--- src/pkg/fpc_pkg.sv ---
package fpc_pkg;

   localparam int unsigned ADDR_W    = 8;
   localparam int unsigned BLK_W     = 2;
   localparam int unsigned OFS_W     = ADDR_W - BLK_W;
   localparam int unsigned DATA_W    = 8;
   localparam int unsigned SUM_W     = 16;
   localparam int unsigned PIN_W     = 8;
   localparam int unsigned FLASH_LEN = 256;

   localparam logic [DATA_W-1:0] ERASED_BYTE    = 8'hff;
   localparam logic [ADDR_W-1:0] ADDR_FIRST     = 8'h00;
   localparam logic [ADDR_W-1:0] ADDR_LAST      = 8'hff;
   localparam logic [ADDR_W-1:0] ADDR_STEP      = 8'h01;
   localparam logic [OFS_W-1:0]  OFS_FIRST      = 6'h00;
   localparam logic [OFS_W-1:0]  OFS_LAST       = 6'h3f;
   localparam logic [SUM_W-1:0]  SUM_INIT       = 16'h0000;
   localparam logic [PIN_W-1:0]  PIN_RST_LEVEL  = 8'h00;
   localparam logic [PIN_W-1:0]  PIN_RST_OE_N   = 8'hff;

   typedef enum logic [2:0]
   {
      FPC_OP_CHIP_ERASE  = 3'h0,
      FPC_OP_BLOCK_ERASE = 3'h1,
      FPC_OP_WRITE       = 3'h2,
      FPC_OP_CHECKSUM    = 3'h3,
      FPC_OP_BLANK       = 3'h4,
      FPC_OP_SEC_SET     = 3'h5
   } fpc_op_e;

   typedef enum logic
   {
      FPC_SP_BLOCK_ERASE = 1'b0,
      FPC_SP_BYTE_WRITE  = 1'b1
   } fpc_sp_op_e;

   typedef enum logic
   {
      FPC_RESP_ACK = 1'b0,
      FPC_RESP_NAK = 1'b1
   } fpc_resp_e;

   typedef enum logic [2:0]
   {
      FPC_ST_IDLE  = 3'h0,
      FPC_ST_ERASE = 3'h1,
      FPC_ST_WDATA = 3'h2,
      FPC_ST_WPROG = 3'h3,
      FPC_ST_WVER  = 3'h4,
      FPC_ST_SCAN  = 3'h5
   } fpc_state_e;

   typedef struct packed
   {
      logic chip_erase;
      logic block_erase;
      logic write;
   } fpc_sec_s;

   localparam fpc_sec_s SEC_SHIPPED = 3'h0;

   typedef struct packed
   {
      fpc_op_e             op;
      logic [BLK_W-1:0]    block;
      logic [ADDR_W-1:0]   first;
      logic [ADDR_W-1:0]   last;
      fpc_sec_s            sec;
   } fpc_cmd_s;

   typedef struct packed
   {
      fpc_sp_op_e          op;
      logic [BLK_W-1:0]    block;
      logic [ADDR_W-1:0]   addr;
      logic [DATA_W-1:0]   data;
   } fpc_sp_cmd_s;

   typedef struct packed
   {
      logic [PIN_W-1:0]    level;
      logic [PIN_W-1:0]    oe_n;
   } fpc_pins_s;

endpackage : fpc_pkg

--- src/hdl/fpc_flash_mem.sv ---
`timescale 1ns/1ps
`default_nettype none
module fpc_flash_mem
(
   input  wire logic                        mclk_i,
   input  wire logic                        we_i,
   input  wire logic [fpc_pkg::ADDR_W-1:0]  addr_i,
   input  wire logic [fpc_pkg::DATA_W-1:0]  wdata_i,
   output logic      [fpc_pkg::DATA_W-1:0]  rdata_o
);
   import fpc_pkg::*;

   // Array holds no reset: contents are non-volatile
   logic [DATA_W-1:0] mem [FLASH_LEN];

   always_ff @(posedge mclk_i)
   begin
      if (we_i)
      begin
         mem[addr_i] <= wdata_i;
      end
   end

   assign rdata_o = mem[addr_i];

endmodule : fpc_flash_mem
`default_nettype wire

--- src/hdl/fpc_pin_hold.sv ---
`timescale 1ns/1ps
`default_nettype none
module fpc_pin_hold
(
   input  wire logic               mclk_i,
   input  wire logic               rst_n_i,
   input  wire logic               prog_mode_i,
   input  wire logic               self_mode_i,
   input  wire fpc_pkg::fpc_pins_s app_pins_i,
   output fpc_pkg::fpc_pins_s      pins_o
);
   import fpc_pkg::*;

   fpc_pins_s next_pins;

   always_comb
   begin
      next_pins = app_pins_i;
      if (prog_mode_i)
      begin
         next_pins.level = PIN_RST_LEVEL;
         next_pins.oe_n  = PIN_RST_OE_N;
      end
      else if (self_mode_i)
      begin
         // Halt keeps the pins frozen at their last state
         next_pins = pins_o;
      end
   end

   always_ff @(posedge mclk_i or negedge rst_n_i)
   begin
      if (!rst_n_i)
      begin
         pins_o <= {PIN_RST_LEVEL, PIN_RST_OE_N};
      end
      else
      begin
         pins_o <= next_pins;
      end
   end

endmodule : fpc_pin_hold
`default_nettype wire

--- src/hdl/fpc_cmd_top.sv ---
`timescale 1ns/1ps
`default_nettype none
// What this block does
// - Spare pins held at reset state in programming
// - Self programming pins behave as in halt
// - First programmer command enters programming mode
// - Only programmer commands; device never originates
// - Chip erase clears whole array
// - Block erase clears only the named block
// - Write programs each byte of range, then verifies it
// - Checksum summed over given range
// - Blank check tests whole array erased
// - Every command or data answered ACK/NAK
// - Chip-erase prohibit blocks erases, is permanent
// - Block-erase prohibit; chip erase clears it
// - Write prohibit blocks write and block erase
// - Write allowed under chip-erase or block-erase prohibit
// - New security applies from next mode entry
// - Shipped state has all prohibits clear
// - Flags set only by programmer, any mix
// - Self programming ignores the security flags
module fpc_cmd_top
(
   input  wire logic                        mclk_i,
   input  wire logic                        rst_n_i,
   input  wire logic                        por_n_i,
   input  wire logic                        cmd_valid_i,
   input  wire fpc_pkg::fpc_cmd_s           cmd_i,
   input  wire logic                        data_valid_i,
   input  wire logic [fpc_pkg::DATA_W-1:0]  data_i,
   input  wire logic                        sp_mode_i,
   input  wire logic                        sp_valid_i,
   input  wire fpc_pkg::fpc_sp_cmd_s        sp_cmd_i,
   input  wire fpc_pkg::fpc_pins_s          app_pins_i,
   output logic                             busy_o,
   output logic                             prog_mode_o,
   output logic                             resp_valid_o,
   output fpc_pkg::fpc_resp_e               resp_o,
   output logic      [fpc_pkg::SUM_W-1:0]   sum_o,
   output fpc_pkg::fpc_sec_s                sec_active_o,
   output fpc_pkg::fpc_pins_s               pins_o
);
   import fpc_pkg::*;

   fpc_state_e          state, next_state;
   fpc_op_e             cur_op, next_cur_op;
   logic                from_sp, next_from_sp;
   logic [ADDR_W-1:0]   addr, next_addr;
   logic [ADDR_W-1:0]   last, next_last;
   logic [DATA_W-1:0]   wbyte, next_wbyte;
   logic [SUM_W-1:0]    acc, next_acc;
   logic                blank_ok, next_blank_ok;
   logic                next_busy, next_prog_mode, next_resp_valid;
   fpc_resp_e           next_resp;
   logic [SUM_W-1:0]    next_sum;
   fpc_sec_s            next_sec_active;
   fpc_sec_s            sec_stored, next_sec_stored;
   logic                mem_we;
   logic [DATA_W-1:0]   mem_wdata, mem_rdata;
   logic                cmd_take, sp_take;

   fpc_flash_mem u_mem
   (
      .mclk_i  (mclk_i),
      .we_i    (mem_we),
      .addr_i  (addr),
      .wdata_i (mem_wdata),
      .rdata_o (mem_rdata)
   );

   fpc_pin_hold u_pins
   (
      .mclk_i      (mclk_i),
      .rst_n_i     (rst_n_i),
      .prog_mode_i (prog_mode_o),
      .self_mode_i (sp_mode_i),
      .app_pins_i  (app_pins_i),
      .pins_o      (pins_o)
   );

   // Programmer and self programming never overlap
   assign cmd_take = (state == FPC_ST_IDLE) && cmd_valid_i;
   assign sp_take  = (state == FPC_ST_IDLE) && sp_valid_i && sp_mode_i && !prog_mode_o;

   always_comb
   begin
      next_state      = state;
      next_cur_op     = cur_op;
      next_from_sp    = from_sp;
      next_addr       = addr;
      next_last       = last;
      next_wbyte      = wbyte;
      next_acc        = acc;
      next_blank_ok   = blank_ok;
      next_prog_mode  = prog_mode_o;
      next_resp_valid = 1'b0;
      next_resp       = resp_o;
      next_sum        = sum_o;
      next_sec_active = sec_active_o;
      next_sec_stored = sec_stored;
      mem_we          = 1'b0;
      mem_wdata       = ERASED_BYTE;
      case (state)
         FPC_ST_IDLE:
         begin
            if (cmd_take)
            begin
               next_cur_op  = cmd_i.op;
               next_from_sp = 1'b0;
               if (!prog_mode_o)
               begin
                  next_prog_mode  = 1'b1;
                  next_sec_active = sec_stored;
               end
               // Gating uses flags as latched at this entry
               case (cmd_i.op)
                  FPC_OP_CHIP_ERASE:
                  begin
                     if (prog_mode_o ? sec_active_o.chip_erase : sec_stored.chip_erase)
                     begin
                        next_resp_valid = 1'b1;
                        next_resp       = FPC_RESP_NAK;
                     end
                     else
                     begin
                        next_addr  = ADDR_FIRST;
                        next_last  = ADDR_LAST;
                        next_state = FPC_ST_ERASE;
                     end
                  end
                  FPC_OP_BLOCK_ERASE:
                  begin
                     if (prog_mode_o ? |sec_active_o : |sec_stored)
                     begin
                        next_resp_valid = 1'b1;
                        next_resp       = FPC_RESP_NAK;
                     end
                     else
                     begin
                        next_addr  = {cmd_i.block, OFS_FIRST};
                        next_last  = {cmd_i.block, OFS_LAST};
                        next_state = FPC_ST_ERASE;
                     end
                  end
                  FPC_OP_WRITE:
                  begin
                     // Chip-erase prohibit alone still admits writes
                     if ((prog_mode_o ? sec_active_o.write : sec_stored.write)
                         || (cmd_i.last < cmd_i.first))
                     begin
                        next_resp_valid = 1'b1;
                        next_resp       = FPC_RESP_NAK;
                     end
                     else
                     begin
                        next_resp_valid = 1'b1;
                        next_resp       = FPC_RESP_ACK;
                        next_addr       = cmd_i.first;
                        next_last       = cmd_i.last;
                        next_state      = FPC_ST_WDATA;
                     end
                  end
                  FPC_OP_CHECKSUM,
                  FPC_OP_BLANK:
                  begin
                     if ((cmd_i.op == FPC_OP_CHECKSUM) && (cmd_i.last < cmd_i.first))
                     begin
                        next_resp_valid = 1'b1;
                        next_resp       = FPC_RESP_NAK;
                     end
                     else
                     begin
                        next_addr     = (cmd_i.op == FPC_OP_BLANK) ? ADDR_FIRST : cmd_i.first;
                        next_last     = (cmd_i.op == FPC_OP_BLANK) ? ADDR_LAST : cmd_i.last;
                        next_acc      = SUM_INIT;
                        next_blank_ok = 1'b1;
                        next_state    = FPC_ST_SCAN;
                     end
                  end
                  FPC_OP_SEC_SET:
                  begin
                     // Bits only accumulate, nothing here can clear one
                     next_sec_stored = sec_stored | cmd_i.sec;
                     next_resp_valid = 1'b1;
                     next_resp       = FPC_RESP_ACK;
                  end
                  default:
                  begin
                     next_resp_valid = 1'b1;
                     next_resp       = FPC_RESP_NAK;
                  end
               endcase
            end
            else if (sp_take)
            begin
               // No flag is consulted on this path
               next_from_sp = 1'b1;
               if (sp_cmd_i.op == FPC_SP_BLOCK_ERASE)
               begin
                  next_cur_op = FPC_OP_BLOCK_ERASE;
                  next_addr   = {sp_cmd_i.block, OFS_FIRST};
                  next_last   = {sp_cmd_i.block, OFS_LAST};
                  next_state  = FPC_ST_ERASE;
               end
               else
               begin
                  next_cur_op = FPC_OP_WRITE;
                  next_addr   = sp_cmd_i.addr;
                  next_last   = sp_cmd_i.addr;
                  next_wbyte  = sp_cmd_i.data;
                  next_state  = FPC_ST_WPROG;
               end
            end
         end
         FPC_ST_ERASE:
         begin
            mem_we    = 1'b1;
            mem_wdata = ERASED_BYTE;
            next_addr = addr + ADDR_STEP;
            if (addr == last)
            begin
               next_state      = FPC_ST_IDLE;
               next_resp_valid = 1'b1;
               next_resp       = FPC_RESP_ACK;
               if ((cur_op == FPC_OP_CHIP_ERASE) && !sec_stored.chip_erase)
               begin
                  next_sec_stored.block_erase = 1'b0;
                  next_sec_stored.write       = 1'b0;
                  next_sec_active.block_erase = 1'b0;
                  next_sec_active.write       = 1'b0;
               end
            end
         end
         FPC_ST_WDATA:
         begin
            if (data_valid_i)
            begin
               next_wbyte = data_i;
               next_state = FPC_ST_WPROG;
            end
         end
         FPC_ST_WPROG:
         begin
            // Programming only clears bits, so old data cannot be raised
            mem_we     = 1'b1;
            mem_wdata  = mem_rdata & wbyte;
            next_state = FPC_ST_WVER;
         end
         FPC_ST_WVER:
         begin
            next_resp_valid = 1'b1;
            if (mem_rdata != wbyte)
            begin
               next_resp  = FPC_RESP_NAK;
               next_state = FPC_ST_IDLE;
            end
            else
            begin
               next_resp  = FPC_RESP_ACK;
               next_addr  = addr + ADDR_STEP;
               next_state = ((addr == last) || from_sp) ? FPC_ST_IDLE : FPC_ST_WDATA;
            end
         end
         FPC_ST_SCAN:
         begin
            next_acc      = acc + {{(SUM_W-DATA_W){1'b0}}, mem_rdata};
            next_blank_ok = blank_ok && (mem_rdata == ERASED_BYTE);
            next_addr     = addr + ADDR_STEP;
            if (addr == last)
            begin
               next_state      = FPC_ST_IDLE;
               next_resp_valid = 1'b1;
               if (cur_op == FPC_OP_BLANK)
               begin
                  next_resp = (next_blank_ok) ? FPC_RESP_ACK : FPC_RESP_NAK;
               end
               else
               begin
                  next_resp = FPC_RESP_ACK;
                  next_sum  = next_acc;
               end
            end
         end
         default:
         begin
            next_state = FPC_ST_IDLE;
         end
      endcase
      next_busy = (next_state != FPC_ST_IDLE);
   end

   always_ff @(posedge mclk_i or negedge rst_n_i)
   begin
      if (!rst_n_i)
      begin
         state        <= FPC_ST_IDLE;
         cur_op       <= FPC_OP_CHIP_ERASE;
         from_sp      <= 1'b0;
         addr         <= ADDR_FIRST;
         last         <= ADDR_FIRST;
         wbyte        <= ERASED_BYTE;
         acc          <= SUM_INIT;
         blank_ok     <= 1'b0;
         busy_o       <= 1'b0;
         prog_mode_o  <= 1'b0;
         resp_valid_o <= 1'b0;
         resp_o       <= FPC_RESP_ACK;
         sum_o        <= SUM_INIT;
         sec_active_o <= SEC_SHIPPED;
      end
      else
      begin
         state        <= next_state;
         cur_op       <= next_cur_op;
         from_sp      <= next_from_sp;
         addr         <= next_addr;
         last         <= next_last;
         wbyte        <= next_wbyte;
         acc          <= next_acc;
         blank_ok     <= next_blank_ok;
         busy_o       <= next_busy;
         prog_mode_o  <= next_prog_mode;
         resp_valid_o <= next_resp_valid;
         resp_o       <= next_resp;
         sum_o        <= next_sum;
         sec_active_o <= next_sec_active;
      end
   end

   // Stored flags survive the programmer reset; only power-on clears all of them
   always_ff @(posedge mclk_i or negedge por_n_i)
   begin
      if (!por_n_i)
      begin
         sec_stored <= SEC_SHIPPED;
      end
      else
      begin
         sec_stored <= next_sec_stored;
      end
   end
endmodule : fpc_cmd_top
`default_nettype wire

--- config.mk ---
export PLATFORM = sky130hd
export DESIGN_NAME = fpc_cmd_top
export DESIGN_NICKNAME = d
export VERILOG_FILES = /design/src/pkg/fpc_pkg.sv /design/src/hdl/fpc_flash_mem.sv /design/src/hdl/fpc_pin_hold.sv /design/src/hdl/fpc_cmd_top.sv
export SDC_FILE = /design/constraint.sdc
export NUM_CORES = 2
export LEC_CHECK = 0
export BUFFER_PORTS_ARGS = -buffer_cell sky130_fd_sc_hd__buf_2
export CORE_MARGIN = 3
export CORE_UTILIZATION = 47
export CTS_CLUSTER_SIZE = 28
export DETAILED_ROUTE_END_ITERATION = 10
export PLACE_DENSITY = 0.69
export SLEW_MARGIN = 30
export SYNTH_ARGS = -nofsm -noshare
export SYNTH_HDL_FRONTEND = slang
export SYNTH_SLANG_ARGS = --single-unit
--- constraint.sdc ---
create_clock -name mclk_i -period 13.58 [get_ports mclk_i]
set_clock_uncertainty 0.1 [all_clocks]
set_input_delay 3.395 -clock mclk_i [delete_from_list [all_inputs] [get_ports mclk_i]]
set_output_delay 3.395 -clock mclk_i [all_outputs]
set_load 0.05 [all_outputs]
==> summary.txt <==
Die Y - 431 um
Drt total wl - 230000 um
Dpl cell area - 87900 sq um
Reg-to-Reg Start - addr[0]
Maxcap violations - 0
DR vias/cell - 6.45
HPWL Detailed - 141000 um
Worst slew margin - 26.5%
Max Transition Viols Final - 0
P&R area growth vs syn - 11.5%
Bufs on Longest Clock Path - 3
Yosys synthesis warning count - 0
Initial DRC count - 6573
Leakage - 0.0319 uW
I/O pins - 113
Avg WL per Cell - 33.0 um
Sequential cell area - 63800 sq um
I/O Buffers - 112
Die area - 186000 sq um
WHS - 0.377 ns
Rows - 155
Slew @ Worst Pin - 1.10 ns
Post-synthesis sequential area ratio - 75.1%
Post-synthesis mux area share - 14.6%
Nets - 4540
Cell area after layout - 94700 sq um
CTS buffer count - 201
First-pass GRT wire length - 327000 um
Fillers - 13600
Post-Synth XOR/XNOR Area - 0.217%
Post CTS Setup Buffer Count - 0
Final setup fails - 0
Footprint of the multi-input gates - 19700 sq um
Placed cell count - 6582
Core Box Area - 179000 sq um
Syn nets - 4395
Hold/Removal Path Class - register to register
Syn_area_per_cell - 19.8 sq um
DRC viols - 0
Reg clk slew, reported paths - 0.06 ns
Peak supply drop - 200 uV
Crit. End Element - register
Post-synthesis compound-gate area fraction - 4.11%
Hold path start - sum_o[10]
Fin cells - 6966
Part of the cycle the worst path needs - 55.1%
Final hold viol count - 0
Sink Count - 2138
Drt first pass iters - 6
Worst Path Max Fanout - 38
WP data required - 14.25 ns
Cell variety after synth - 90
Die width - 431 um
Depth of the CTS H-tree - 4
Number of global-route vias before repair - 43300
Gp weighted congestion - 0.905
Outcome - finished, final reports clean
Antenna-violating nets left - 0
Post-Synthesis Cells - 4293
Mapped Area - 84900 sq um
Largest family of logic cells by synthesized area - multiplexers
Seq cells post-synth - 2138
Setup crit start - addr[0]
RSZ-0062 raised after global routing - false
R2r worst-path depth - 19
Worst hold stages - 2
CTS Root Cell - clkbuf_16
Dominant synthesized flop cell - edfxtp_1
Simple-gate portion of the synthesized area - 3.61%
Initial Utilization - 47.4%
CP Class - register to register
Initial antenna violation count - 9
Layout cells sized above 1 - 23.6%
PD cells - 198 nW/um^2
GRT overflow - 0
Gr usage total - 24.6%
Largest net degree at the start of global routing - 185
Crit path time final - 7.49 ns
TNS Setup - 0 ns
Synth async-reset ratio - 4.21%
FMAX - 134 MHz
CTS tree - built
Setup crit start kind - register
Worst skew pair latency - 0.88 ns
WP data arrival - 8.15 ns
Post-synthesis adder-cell area fraction - 0.422%
Cts hold-fix bufs - 0
Post-synth EDFFs - 2048
Total vias in the final route - 45000
# resized after CTS - 0
## area by class of cell
| class | instances | area share [%] |
|---|---|---|
| Sequential cell | 2138 | 67.4 |
| Multi-Input combinational cell | 1860 | 20.8 |
| Clock buffer | 251 | 5.58 |
| Tap cell | 2355 | 3.11 |
| Timing Repair Buffer | 208 | 1.67 |
| Clock inverter | 118 | 1.32 |
| Inverter | 29 | 0.115 |
| Antenna cell | 7 | 0.0185 |
## cells by family after synthesis
kind of cell	after synthesis
AOI/OAI and AO/OA	502
xor gates and xnor gates	21
adders and majority gates	28
buffers and inverters	295
DFF	2138
muxes	643
and+or+nand+nor	666
## registers in the layout, summed over array words and instances, names as in the netlist
name,flops
state,3
u_mem.mem,2048
last,8
resp_o,1
from_sp,1
u_pins.pins_o,16
sec_active_o,3
blank_ok,1
wbyte,8
busy_o,1
cur_op,3
sec_stored,3
sum_o,16
addr,8
resp_valid_o,1
prog_mode_o,1
acc,16
## metal layers
metal,wire length (um),part of all wire (%),track usage [%]
met3,27200,12,6.48
met2,105000,46,37.0
met4,12200,5.3,11.3
met5,92,0.040,0
met1,85100,37,34.0
## path summary, 6_finish.rpt
| check | to | slack (ns) |
|---|---|---|
| setup / recovery | sum_o[14] | 6.09 |
| hold reg to reg | sum_o[10] | 0.38 |
| max in group asynchronous | addr[0] | 9.90 |
| min in group asynchronous | sec_stored[0] | 2.25 |
| hold / removal | sum_o[10] | 0.38 |
| setup reg to reg | sum_o[14] | 6.09 |
## through the flow
stage                     util [%]  power (uW)  setup slack, ns
after floorplan                  -       11200             7.69
after global placement        49.0       13200             6.07
after detailed placement      49.1       13200             6.17
after CTS                     52.7       18700             6.12
after global routing          52.9       19300             5.63
final                         52.9       18800             6.09
## worst max-delay path, stage by stage (launching register included)
cell      delay (ns)
dfrtp_4         0.91
buf_4           0.71
buf_4           0.73
mux4_2          0.59
a22oi_1         0.30
a21oi_1         0.29
nor4_1          0.81
o22ai_1         0.20
a211o_1         0.41
ha_1            0.38
nor2b_1         0.14
o21ai_0         0.11
a21boi_0        0.26
o21ai_0         0.11
nand2_1         0.11
a21oi_1         0.08
o21bai_1        0.54
nand3_1         0.21
xor2_1          0.18
o21ai_0         0.14
## synth_stat cells (12+ instances only)
cell	count	share of area, %
o31ai_1	16	0.14
inv_1	25	0.11
ha_1	27	0.40
mux4_2	474	13
nand3_1	46	0.27
edfxtp_1	2048	72
a31oi_1	13	0.096
xnor2_1	13	0.13
a211o_1	12	0.12
a21oi_1	83	0.49
nand4_1	16	0.12
buf_2	78	0.46
dfrtp_1	74	2.2
dfstp_2	16	0.50
o21ai_0	75	0.44
mux2_2	28	0.37
o22ai_1	30	0.22
buf_4	39	0.34
buf_1	18	0.080
buf_6	30	0.40
mux2i_1	139	1.6
nor2_1	330	1.5
a22o_1	15	0.15
nor4_1	15	0.11
a221oi_1	12	0.12
nand2_1	124	0.55
nor2b_1	27	0.20
nor3_1	18	0.11
a22oi_1	143	1.3
nand2b_1	16	0.12
or2_2	14	0.10
clkbuf_1	97	0.43
## where the power goes
part	internal, uW	switching (uW)	leakage [uW]
sequential	7410	219	0.0215
clock	3090	2490	0.00316
combinational	1970	3590	0.00724
total	12500	6300	0.0319
## layout by cell type, fill, tap and decap left out, types with 11 or more instances in the layout
| cell type | n |
|---|---|
| nor2_1 | 307 |
| dfstp_2 | 16 |
| o22ai_1 | 30 |
| nor4_1 | 13 |
| bufinv_16 | 16 |
| a22oi_1 | 143 |
| a31oi_1 | 13 |
| nand4_1 | 16 |
| buf_4 | 77 |
| o21ai_0 | 74 |
| mux2_2 | 28 |
| dfrtp_1 | 68 |
| clkbuf_16 | 201 |
| nor3_1 | 17 |
| clkbuf_1 | 42 |
| nand2b_1 | 16 |
| mux4_2 | 474 |
| nand2_1 | 116 |
| mux2i_1 | 139 |
| nand3_1 | 45 |
| edfxtp_1 | 2048 |
| buf_2 | 111 |
| ha_1 | 27 |
| o31ai_1 | 16 |
| o211ai_1 | 11 |
| xnor2_1 | 13 |
| clkinv_2 | 29 |
| a22o_1 | 15 |
| nor2_2 | 22 |
| inv_1 | 25 |
| a211o_1 | 12 |
| a221oi_1 | 12 |
| a21oi_1 | 82 |
| clkinv_1 | 47 |
| nor2b_1 | 23 |
No activity file was read; power rests on OpenSTA's default activity.
